[src/general_timer_unit_defines.vh]
// Constants of the down-counting general timer
// Function
// - The main counter is a 32-bit down-counter that drops by one per prescaler tick.
// - Nothing counts until the run bit is one; with it zero neither counter decrements.
// - The system clock feeds the prescaler and only prescaler ticks decrement the main counter.
// - Both counters count down and reload from their own period register on reaching zero; neither goes to -1.
// - When the main counter is at zero on a prescaler tick the pending flag is set and the main period is reloaded.
// - With repeat select one, counting goes on after each reload and every underflow repeats this.
// - With repeat select zero, the main counter stops decrementing after its first underflow.
// - Writing one to the force-reload bit loads the main period into the main counter at any time.
// - The effective prescaler period is never below 2, whatever software writes.
// - Control bit 4 is the pending flag, read as one when pending, cleared by writing one.
// - Control bit 3 enables the interrupt request, raised while it and the pending flag are set.
// - Prescaler current value sits at 00h and its period at 04h, both read and write.
// - Main current value sits at 10h, main period at 14h, control at 18h, all read and write.
// - Control bit 2 is force-reload, loading the main period into the main counter.
// - Control bit 1 is repeat select: one continuous, zero single-shot.
// - Control bit 0 is the run bit: one lets the timer operate.
`ifndef GENERAL_TIMER_UNIT_DEFINES_VH
`define GENERAL_TIMER_UNIT_DEFINES_VH

`define OFS_PRESCALE_NOW 8'h00
`define OFS_PRESCALE_RELOAD 8'h04
`define OFS_MAIN_COUNT 8'h10
`define OFS_MAIN_RELOAD 8'h14
`define OFS_CONTROL 8'h18

`define CTL_RUN 0
`define CTL_REPEAT 1
`define CTL_FORCE_RELOAD 2
`define CTL_IRQ_ALLOW 3
`define CTL_IRQ_PENDING 4

`define RST_WORD 32'h0000_0000
`define COUNT_UNDERFLOW 32'hFFFF_FFFF
`define PRESCALE_MIN 32'h0000_0002

`endif

[src/general_timer_unit.v]
// Down-counting general timer with APB register access
`timescale 1ns/100ps
`default_nettype none
`include "general_timer_unit_defines.vh"

module general_timer_unit (
  input wire sys_clk,
  input wire rst_n,
  input wire psel,
  input wire penable,
  input wire pwrite,
  input wire [7:0] paddr,
  input wire [31:0] pwdata,
  output reg [31:0] prdata,
  output wire pready,
  output wire pslverr,
  output wire irq
);

  reg [31:0] prescale_count_now_r;
  reg [31:0] prescale_count_nxt;
  reg [31:0] prescale_reload_value_r;
  reg [31:0] prescale_reload_nxt;
  reg [31:0] main_count_now_r;
  reg [31:0] main_count_nxt;
  reg [31:0] main_reload_value_r;
  reg [31:0] main_reload_nxt;
  reg run_r;
  reg run_nxt;
  reg repeat_select_r;
  reg repeat_select_nxt;
  reg irq_allow_r;
  reg irq_allow_nxt;
  reg irq_pending_flag_r;
  reg irq_pending_flag_nxt;
  reg single_done_r;
  reg single_done_nxt;
  reg [31:0] prdata_nxt;

  wire wr_en;
  wire rd_setup;
  wire [39:0] ofs_table;
  wire [4:0] sel_vec;
  wire sel_prescale_now;
  wire sel_prescale_reload;
  wire sel_main_count;
  wire sel_main_reload;
  wire sel_control;
  wire wr_prescale_now;
  wire wr_prescale_reload;
  wire wr_main_count;
  wire wr_main_reload;
  wire wr_control;
  wire [31:0] prescale_eff;
  wire prescale_tick;
  wire main_counting;
  wire main_underflow;
  wire force_reload;
  wire pending_clear;
  wire main_restart;
  wire [31:0] control_view;

  // Match of a bus address against one register offset
  function addr_match;
    input [7:0] addr;
    input [7:0] ofs;
    begin
      addr_match = (addr == ofs);
    end
  endfunction

  // One step down of a counter word
  function [31:0] step_down;
    input [31:0] value;
    begin
      step_down = value - 32'h0000_0001;
    end
  endfunction

  // Prescaler period with its lower bound applied
  function [31:0] clamp_period;
    input [31:0] period;
    begin
      if (period < `PRESCALE_MIN) begin
        clamp_period = `PRESCALE_MIN;
      end else begin
        clamp_period = period;
      end
    end
  endfunction

  // Registers always answer in one access cycle
  assign pready = 1'b1;
  assign pslverr = 1'b0;

  // Bus phase decodes
  assign wr_en = psel & penable & pwrite;
  assign rd_setup = psel & ~penable & ~pwrite;

  // Offsets of the five registers, highest slot first
  assign ofs_table = {`OFS_CONTROL, `OFS_MAIN_RELOAD, `OFS_MAIN_COUNT,
    `OFS_PRESCALE_RELOAD, `OFS_PRESCALE_NOW};

  // One select per register from the byte address
  genvar gi;
  generate
    for (gi = 0; gi < 5; gi = gi + 1) begin : g_sel
      assign sel_vec[gi] = addr_match(paddr, ofs_table[gi*8 +: 8]);
    end
  endgenerate

  // Named selects
  assign sel_prescale_now = sel_vec[0];
  assign sel_prescale_reload = sel_vec[1];
  assign sel_main_count = sel_vec[2];
  assign sel_main_reload = sel_vec[3];
  assign sel_control = sel_vec[4];

  // Write strobes, one per register
  assign wr_prescale_now = wr_en & sel_prescale_now;
  assign wr_prescale_reload = wr_en & sel_prescale_reload;
  assign wr_main_count = wr_en & sel_main_count;
  assign wr_main_reload = wr_en & sel_main_reload;
  assign wr_control = wr_en & sel_control;

  // Prescaler period clamped to two
  assign prescale_eff = clamp_period(prescale_reload_value_r);

  // Tick when the running prescaler sits at zero
  assign prescale_tick = run_r & (prescale_count_now_r == `RST_WORD);
  assign main_counting = prescale_tick & ~single_done_r;
  assign main_underflow = main_counting & (main_count_now_r == `RST_WORD);

  // Side effects of a control write
  assign force_reload = wr_control & pwdata[`CTL_FORCE_RELOAD];
  assign pending_clear = wr_control & pwdata[`CTL_IRQ_PENDING];
  assign main_restart = force_reload | wr_main_count;

  // Interrupt request gated by the allow bit
  assign irq = irq_allow_r & irq_pending_flag_r;

  // Control word as software reads it; force reload reads zero
  assign control_view = {27'h000_0000, irq_pending_flag_r, irq_allow_r,
    1'b0, repeat_select_r, run_r};

  // Prescaler next value: write, reload after zero, or one step down
  always @* begin
    prescale_count_nxt = prescale_count_now_r;
    if (wr_prescale_now) begin
      prescale_count_nxt = pwdata;
    end else if (prescale_tick) begin
      prescale_count_nxt = step_down(prescale_eff);
    end else if (run_r) begin
      prescale_count_nxt = step_down(prescale_count_now_r);
    end
  end

  // Prescaler period next value
  always @* begin
    prescale_reload_nxt = prescale_reload_value_r;
    if (wr_prescale_reload) begin
      prescale_reload_nxt = pwdata;
    end
  end

  // Main counter next value: force reload, write, reload on underflow, step
  always @* begin
    main_count_nxt = main_count_now_r;
    if (force_reload) begin
      main_count_nxt = main_reload_value_r;
    end else if (wr_main_count) begin
      main_count_nxt = pwdata;
    end else if (main_underflow) begin
      main_count_nxt = main_reload_value_r;
    end else if (main_counting) begin
      main_count_nxt = step_down(main_count_now_r);
    end
  end

  // Main period next value
  always @* begin
    main_reload_nxt = main_reload_value_r;
    if (wr_main_reload) begin
      main_reload_nxt = pwdata;
    end
  end

  // Stored control fields next value
  always @* begin
    run_nxt = run_r;
    repeat_select_nxt = repeat_select_r;
    irq_allow_nxt = irq_allow_r;
    if (wr_control) begin
      run_nxt = pwdata[`CTL_RUN];
      repeat_select_nxt = pwdata[`CTL_REPEAT];
      irq_allow_nxt = pwdata[`CTL_IRQ_ALLOW];
    end
  end

  // Pending flag next value; a set wins over a clear in the same cycle
  always @* begin
    irq_pending_flag_nxt = irq_pending_flag_r;
    if (main_underflow) begin
      irq_pending_flag_nxt = 1'b1;
    end else if (pending_clear) begin
      irq_pending_flag_nxt = 1'b0;
    end
  end

  // Single-shot halt until software reloads or rewrites the counter
  always @* begin
    single_done_nxt = single_done_r;
    if (main_restart) begin
      single_done_nxt = 1'b0;
    end else if (main_underflow && !repeat_select_r) begin
      single_done_nxt = 1'b1;
    end
  end

  // Read multiplexer
  always @* begin
    case (paddr)
      `OFS_PRESCALE_NOW: prdata_nxt = prescale_count_now_r;
      `OFS_PRESCALE_RELOAD: prdata_nxt = prescale_reload_value_r;
      `OFS_MAIN_COUNT: prdata_nxt = main_count_now_r;
      `OFS_MAIN_RELOAD: prdata_nxt = main_reload_value_r;
      `OFS_CONTROL: prdata_nxt = control_view;
      default: prdata_nxt = `RST_WORD;
    endcase
  end

  // Prescaler current value
  always @(posedge sys_clk or negedge rst_n) begin
    if (!rst_n) begin
      prescale_count_now_r <= `RST_WORD;
    end else begin
      prescale_count_now_r <= prescale_count_nxt;
    end
  end

  // Prescaler period
  always @(posedge sys_clk or negedge rst_n) begin
    if (!rst_n) begin
      prescale_reload_value_r <= `RST_WORD;
    end else begin
      prescale_reload_value_r <= prescale_reload_nxt;
    end
  end

  // Main counter current value
  always @(posedge sys_clk or negedge rst_n) begin
    if (!rst_n) begin
      main_count_now_r <= `RST_WORD;
    end else begin
      main_count_now_r <= main_count_nxt;
    end
  end

  // Main period
  always @(posedge sys_clk or negedge rst_n) begin
    if (!rst_n) begin
      main_reload_value_r <= `RST_WORD;
    end else begin
      main_reload_value_r <= main_reload_nxt;
    end
  end

  // Stored control fields
  always @(posedge sys_clk or negedge rst_n) begin
    if (!rst_n) begin
      run_r <= 1'b0;
      repeat_select_r <= 1'b0;
      irq_allow_r <= 1'b0;
    end else begin
      run_r <= run_nxt;
      repeat_select_r <= repeat_select_nxt;
      irq_allow_r <= irq_allow_nxt;
    end
  end

  // Pending flag
  always @(posedge sys_clk or negedge rst_n) begin
    if (!rst_n) begin
      irq_pending_flag_r <= 1'b0;
    end else begin
      irq_pending_flag_r <= irq_pending_flag_nxt;
    end
  end

  // Single-shot halt state
  always @(posedge sys_clk or negedge rst_n) begin
    if (!rst_n) begin
      single_done_r <= 1'b0;
    end else begin
      single_done_r <= single_done_nxt;
    end
  end

  // Read data captured in the setup cycle, held through the access phase
  always @(posedge sys_clk or negedge rst_n) begin
    if (!rst_n) begin
      prdata <= `RST_WORD;
    end else if (rd_setup) begin
      prdata <= prdata_nxt;
    end
  end

endmodule // general_timer_unit
`default_nettype wire

[config.mk]
export PLATFORM = sky130hd
export DESIGN_NAME = general_timer_unit
export DESIGN_NICKNAME = d
export VERILOG_FILES = /design/src/general_timer_unit.v
export VERILOG_INCLUDE_DIRS = /design/src
export SDC_FILE = /design/constraint.sdc
export NUM_CORES = 1
export LEC_CHECK = 0
export BUFFER_PORTS_ARGS = -buffer_cell sky130_fd_sc_hd__buf_2
export CORE_MARGIN = 3
export CORE_UTILIZATION = 55
export CTS_BUF_LIST = sky130_fd_sc_hd__clkbuf_4 sky130_fd_sc_hd__clkbuf_8 sky130_fd_sc_hd__clkbuf_16
export CTS_CLUSTER_SIZE = 12
export DETAILED_ROUTE_END_ITERATION = 7
export PLACE_DENSITY = 0.8
export SKIP_CTS_REPAIR_TIMING = 1
export SLEW_MARGIN = 20
export SYNTH_ARGS = -nofsm -noshare
export SYNTH_HDL_FRONTEND = slang
export SYNTH_SLANG_ARGS = --single-unit
[constraint.sdc]
create_clock -name sys_clk -period 3.9 [get_ports sys_clk]
set_input_delay 0.585 -clock sys_clk [delete_from_list [all_inputs] [get_ports sys_clk]]
set_output_delay 0.585 -clock sys_clk [all_outputs]
set_load 0.05 [all_outputs]
==> flow_metrics.py, run 1 <==
metrics = {
    "critical_path": {
        "crit-reg2reg-launch": "prescale_reload_value_r[26]$_DFFE_PN0P_",
        "cp-startpoint": "prescale_reload_value_r[26]$_DFFE_PN0P_",
        "end_kind": "flop",
        "critPathLaunchType": "flop",
        "arrival_ns": 4.50,
        "crit_top_cell": "or4_4",
        "crit_path_end": "prescale_count_now_r[30]$_DFFE_PN0P_",
        "required_ns": 4.26,
        "rrSetupSlack_ns": -0.23,
        "r2r-end": "prescale_count_now_r[30]$_DFFE_PN0P_",
        "cp_slowest_stage_delay_ns": 0.54,
        "crit_type": "reg2reg",
        "critical_path_peak_fanout": 4,
        "r2r_cells": 15,
        "crit_chain": "or4_4, or4_4, or4_4, nand2b_4, and2_4, a21oi_4, ha_4, nor4b_4, nand4_1, nor2_2, o2111a_2, nand3b_1, a2111oi_2, a41oi_1, nand3_1",
        "cp_slowest_cell": "or4_4",
    },
    "layout": {
        "n_fill_cell": 1365,
        "diodes": 0,
        "areaGrowthSynthToFinish_pct": 17.6,
        "fin_nets": 1222,
        "drive_gt1_share_pct": 26.7,
        "layout.cells.non_filler": 1411,
    },
    "clock_tree": {
        "clk_latency_ns": 0.43,
        "clockRootBuffer": "clkbuf_16",
        "cts.clk_slew.worst_paths_ns": 0.07,
        "cts_tree": "yes",
        "cts_buffers": 17,
        "clockBufferDepth": 2,
        "clock_sinks": 165,
        "htree_levels": 4,
    },
    "timing": {
        "setup_viol": 8,
        "final_max_slew_viol_count": 0,
        "worstMarginPinSlew_ns": 0.868,
        "fin_skew_ns": 0.0106,
        "max_freq_mhz": 242,
        "rsz0062_at_grt": "yes",
        "maxSlewHeadroom_pct": 41.6,
        "fin_crit_ns": 4.13,
        "holdWs_ns": 0.153,
        "layout_setup_ws_ns": -0.235,
        "period_share_pct": 106,
        "hold_viol": 0,
    },
    "global_routing": {
        "grt_start_max_net_pins": 97,
        "grt-ovfl-total": 0,
        "gr-usage-all-layers_pct": 31.8,
        "antenna_found_initial": 0,
        "grt_first_pass_wirelength_um": 50400,
        "grt_pass1_vias": 9560,
    },
    "route": {
        "drt-total-wl_um": 31500,
        "vias_per_cell": 6.96,
        "route.detailed.drc": 0,
        "wl_met3_um": 3390,
        "drt_pre_antenna_iters": 6,
        "highest_layer": "met4",
        "vias": 9822,
        "avgRoutedWirePerCell_um": 22.3,
        "met2_length_um": 14800,
        "wl_met1_um": 12400,
        "drt_iter0_drc": 1071,
        "drt.antenna.violating_nets": 0,
    },
    "floorplanning": {
        "core_um2": 17500,
        "rows": 48,
        "io-pin-count": 80,
        "die_h_um": 141,
        "initial_core_util_pct": 57.1,
        "die_width_um": 141,
        "die_area_um2": 19900,
    },
    "pwr": {
        "p_leak_nw": 5.29,
        "powerDensity_nw_per_um2": 380,
        "pwr-share-seq_pct": 43.9,
        "p_switching_mw": 1.20,
        "power_frac_comb_pct": 14.7,
        "clkPwrFrac_pct": 41.4,
        "intPower_mw": 3.28,
        "irDropWorstVdd_v": 0.000338,
        "switching_share_pct": 26.7,
    },
    "logic_synthesis": {
        "ys.flop_type": "dfrtp_1",
        "yosysSeqAreaShare_pct": 41.2,
        "yosysTopAreaCellShare_pct": 41.2,
        "synth_commonest_cells": "dfrtp_1, nand2_1, a21oi_1, o21ai_0, nor2_1",
        "synth_edf_count": 0,
        "yosysMostFrequentCell": "dfrtp_1",
        "synth.area.top_cells": "dfrtp_1, mux2_2, mux4_2",
        "ys_warn_count": 0,
        "synth_area_leader_cell": "dfrtp_1",
        "synth_nets": 1127,
        "syn-cell-area_um2": 10000,
        "ys_ff_latch": 165,
        "synthArstFlopShare_pct": 100,
        "synth_cells": 1080,
        "synth.distinct_cells": 72,
        "avgSynthCellArea_um2": 9.27,
    },
    "place": {
        "dp_cells": 1372,
        "place_ws_ns": -0.316,
        "port_buffers": 77,
        "place.gp.congestion": 0.962,
        "hpwl_um": 20700,
    },
    "run": {
        "max_cap_violations": 0,
    },
    "status": {
        "violations": "negative setup slack",
        "status": "finished with violations",
    },
    "hold_path": {
        "hp-class": "in2async",
    },
}
[sequential cells by signal, summed over array words and instances (netlist names)]
| register | count |
|---|---|
| main_count_now_r | 32 |
| main_reload_value_r | 32 |
| irq_allow_r | 1 |
| prdata | 32 |
| run_r | 1 |
| prescale_reload_value_r | 32 |
| prescale_count_now_r | 32 |
| single_done_r | 1 |
| repeat_select_r | 1 |
| irq_pending_flag_r | 1 |
[power groups by stage]
stage | clock (mW) | combinational [mW] | sequential [mW]
2_1_floorplan | 0 | 0.432 | 1.90
3_3_place_gp | 0 | 0.582 | 1.97
3_5_place_dp | 0 | 0.601 | 1.98
4_1_cts | 1.87 | 0.606 | 1.95
5_1_grt | 1.94 | 0.711 | 1.97
6_report | 1.85 | 0.659 | 1.96
[layout by cell type (no fill, tap or decap), drive strengths merged, types with 9 or more instances in the layout]
cell type | netlist | final
nand2b | 9 | 9
a21oi | 102 | 102
xnor2 | 13 | 13
o22ai | 26 | 26
nand3 | 31 | 31
dfrtp | 165 | 165
mux4 | 28 | 28
mux2i | 15 | 15
nor2 | 69 | 69
clkbuf | 66 | 20
or4 | 11 | 11
buf | 9 | 151
and3 | 11 | 11
o21ai | 83 | 83
nand2 | 139 | 139
nand4 | 18 | 18
o211ai | 23 | 23
nor3 | 32 | 32
mux2 | 67 | 67
or3 | 14 | 14
nor4 | 27 | 27
[stage by stage]
step | area (um2) | utilization, % | total power [mW] | TNS, ns
floorplan | 10100 | - | 2.33 | -0.163
global placement | 11000 | 62.6 | 2.55 | -0.779
detailed placement | 11000 | 62.6 | 2.58 | -1.82
CTS | 11600 | 66.3 | 4.42 | -2.14
global route | 11800 | 67.1 | 4.62 | -2.17
finish | 11800 | 67.1 | 4.47 | -0.851
[cell families (layout without fill, tap and decap cells)]
group	Yosys count	count (layout)	synth area share [%]
AOI/OAI and AO/OA	305	305	18.7
xor gates and xnor gates	18	18	1.57
adders and majority gates	2	2	0.250
buffers and inverters	81	187	3.15
DFF	165	165	41.2
muxes	110	110	15.3
other	2	2	0.0750
and+or+nand+nor	397	397	19.7
[how the worst min path moves through the flow]
stage | from | end | slack (ns) | depth (start not counted)
final | rst_n | prdata[20]$_DFFE_PN0P_ | 0.15 | 1
after global routing | rst_n | prdata[20]$_DFFE_PN0P_ | 0.19 | 1
after CTS | rst_n | prdata[20]$_DFFE_PN0P_ | 0.18 | 1
after detailed placement | prdata[9]$_DFFE_PN0P_ | prdata[9]$_DFFE_PN0P_ | 0.46 | 2
after global placement | prdata[17]$_DFFE_PN0P_ | prdata[17]$_DFFE_PN0P_ | 0.46 | 2
after floorplan | rst_n | irq_allow_r$_DFFE_PN0P_ | 0.29 | 0
[layer usage]
layer | vias to the layer above | track usage [%]
li1 | 4255 | -
met1 | 4818 | 43.7
met2 | 658 | 49.7
met3 | 91 | 6.38
met4 | 0 | 13.2
met5 | - | 0
[final cells by class]
class / count / area [um2] / share of cell area [%]
Clock buffer: 20 / 467 / 3.96
Clock inverter: 10 / 178 / 1.51
Inverter: 6 / 22.5 / 0.191
Multi-Input combinational cell: 834 / 5730 / 48.7
Sequential cell: 165 / 4130 / 35.1
Tap cell: 225 / 282 / 2.39
Timing Repair Buffer: 151 / 963 / 8.18
[critical path, delay by kind of cell (launching register included)]
family,cells,cell delay (ns)
AND/OR/NAND/NOR,10,2.66
AO/OA/AOI/OAI,4,0.86
flip-flops,1,0.38
adder cells (fa/ha/maj),1,0.15
No activity file was read; power rests on OpenSTA's default activity.
==> inputs of run 2 (changes only) <==
--- a/config.mk
+++ b/config.mk
@@ -6,7 +6,7 @@
 export SDC_FILE = /design/constraint.sdc
 export NUM_CORES = 1
 export LEC_CHECK = 0
-export BUFFER_PORTS_ARGS = -buffer_cell sky130_fd_sc_hd__buf_2
+export BUFFER_PORTS_ARGS = -buffer_cell sky130_fd_sc_hd__buf_4
 export CORE_MARGIN = 3
 export CORE_UTILIZATION = 55
 export CTS_BUF_LIST = sky130_fd_sc_hd__clkbuf_4 sky130_fd_sc_hd__clkbuf_8 sky130_fd_sc_hd__clkbuf_16
==> flow_metrics.py, run 2 (synthesis results as in run 1) <==
metrics = {
    "critical_path": {
        "critical_path_peak_fanout": 4,
        "critPathBufInv": 0,
        "critPathLaunchType": "flop",
        "cp_slowest_stage_delay_ns": 0.55,
        "rrSetupSlack_ns": -0.22,
        "crit_type": "reg2reg",
        "r2r-end": "prescale_count_now_r[30]$_DFFE_PN0P_",
        "end_kind": "flop",
        "crit-reg2reg-launch": "prescale_reload_value_r[26]$_DFFE_PN0P_",
        "crit_chain": "or4_4, or4_4, or4_4, nand2b_4, and2_4, a21oi_4, ha_2, nor4b_4, nand4_1, nor2_2, o2111a_2, nand3b_1, a2111oi_2, a41oi_1, nand3_1",
        "path_delay_family": "simple AND/OR/NAND/NOR gates",
        "cp-startpoint": "prescale_reload_value_r[26]$_DFFE_PN0P_",
        "r2r_cells": 15,
        "crit_top_cell": "or4_4",
        "cp_slowest_cell": "or4_4",
        "required_ns": 4.27,
        "arrival_ns": 4.50,
    },
    "global_routing": {
        "grt_start_max_net_pins": 90,
        "grt-ovfl-total": 0,
        "grt_first_pass_wirelength_um": 50800,
        "antenna_found_initial": 1,
        "grt_pass1_vias": 9403,
        "gr-usage-all-layers_pct": 32.3,
    },
    "route": {
        "drt.antenna.violating_nets": 0,
        "vias": 9708,
        "route.detailed.drc": 0,
        "drt_pre_antenna_iters": 6,
        "vias_per_cell": 6.88,
        "drt-total-wl_um": 31800,
        "drt_iter0_drc": 1078,
        "avgRoutedWirePerCell_um": 22.5,
    },
    "timing": {
        "max_freq_mhz": 243,
        "maxSlewHeadroom_pct": 38.1,
        "setup_viol": 6,
        "fin_crit_ns": 4.12,
        "tns_ns": -0.608,
        "layout_setup_ws_ns": -0.221,
        "final_max_slew_viol_count": 0,
        "hold_viol": 0,
        "fin_skew_ns": 0.0102,
        "holdWs_ns": 0.223,
        "worstMarginPinSlew_ns": 0.925,
        "period_share_pct": 106,
        "rsz0062_at_grt": "yes",
    },
    "floorplanning": {
        "rows": 48,
        "initial_core_util_pct": 57.1,
        "die_width_um": 141,
        "die_area_um2": 19900,
        "die_h_um": 141,
        "io-pin-count": 80,
        "core_um2": 17500,
    },
    "layout": {
        "fin_nets": 1221,
        "areaGrowthSynthToFinish_pct": 19.5,
        "layout.cells.non_filler": 1412,
        "final_common_cell": "dfrtp_1",
        "n_fill_cell": 1356,
        "diodes": 0,
        "final_area_um2": 12000,
        "most-common-layout-cells": "dfrtp_1, buf_4, nand2_1",
        "drive_gt1_share_pct": 27.4,
    },
    "clock_tree": {
        "cts.clk_slew.worst_paths_ns": 0.07,
        "clockBufferDepth": 2,
        "clk_latency_ns": 0.44,
        "cts_buffers": 17,
        "cts_tree": "yes",
        "htree_levels": 4,
        "clock_sinks": 165,
        "clockRootBuffer": "clkbuf_16",
    },
    "status": {
        "status": "finished with violations",
        "violations": "negative setup slack",
    },
    "hold_path": {
        "hp-class": "in2async",
    },
    "place": {
        "dp_cells": 1373,
        "hpwl_um": 20900,
        "port_buffers": 77,
        "placed_cell_area_um2": 11200,
        "place.gp.congestion": 0.963,
    },
    "pwr": {
        "p_leak_nw": 5.29,
        "irDropWorstVdd_v": 0.000324,
        "powerDensity_nw_per_um2": 363,
    },
    "run": {
        "max_cap_violations": 0,
    },
}
run 2: cell count changes in the layout (fill, tap and decap cells not counted), sizes merged:
cell | before | now
clkinvlp | 1 | 2
clkinv | 5 | 8
bufinv | 5 | 2
buf | 151 | 150
clkbuf | 20 | 19
inv | 5 | 7
run 2: worst max-delay path by stage:
stage                                      endpoint  cells after the start  slack (ns)
2_1_floorplan  prescale_count_now_r[26]$_DFFE_PN0P_                     15       -0.06
6_report       prescale_count_now_r[30]$_DFFE_PN0P_                     15       -0.22
5_1_grt        prescale_count_now_r[30]$_DFFE_PN0P_                     15       -0.33
4_1_cts        prescale_count_now_r[30]$_DFFE_PN0P_                     15       -0.34
3_5_place_dp   prescale_count_now_r[30]$_DFFE_PN0P_                     15       -0.33
3_3_place_gp   prescale_count_now_r[26]$_DFFE_PN0P_                     15       -0.15
run 2: metal layers:
| metal | part of all wire [%] | vias up | GRT usage (%) |
|---|---|---|---|
| met1 | 39 | 4714 | 43.2 |
| met4 | 3.1 | 2 | 12.4 |
| met5 | 0.044 | - | 0 |
| met3 | 11 | 99 | 9.29 |
| met2 | 46 | 641 | 50.0 |
| li1 | - | 4252 | - |
run 2: through the flow:
step                      total power [mW]  worst slack [ns]  utilization (%)
after floorplan                       2.33           -0.0560                -
after global placement                2.56            -0.147             63.7
after detailed placement              2.58            -0.328             63.7
after CTS                             4.30            -0.341             67.1
after global routing                  4.50            -0.333             68.2
final                                 4.34            -0.221             68.2
run 2: cell type report:
cell class / instances / area [um2] / area share, %
inverter: 6 / 22.5 / 0.188
clock buffer: 19 / 453 / 3.79
sequential: 165 / 4130 / 34.5
clock inverter: 13 / 150 / 1.26
multi-input combinational: 834 / 5790 / 48.4
tap: 225 / 282 / 2.35
timing repair buffer: 150 / 1140 / 9.51
run 2: report_power, final:
part / leakage [nW] / internal, mW / total, mW / switching, mW
Clock: 0.290 / 0.986 / 1.73 / 0.745
Sequential: 2.17 / 1.79 / 1.96 / 0.168
Combinational: 2.82 / 0.309 / 0.653 / 0.343
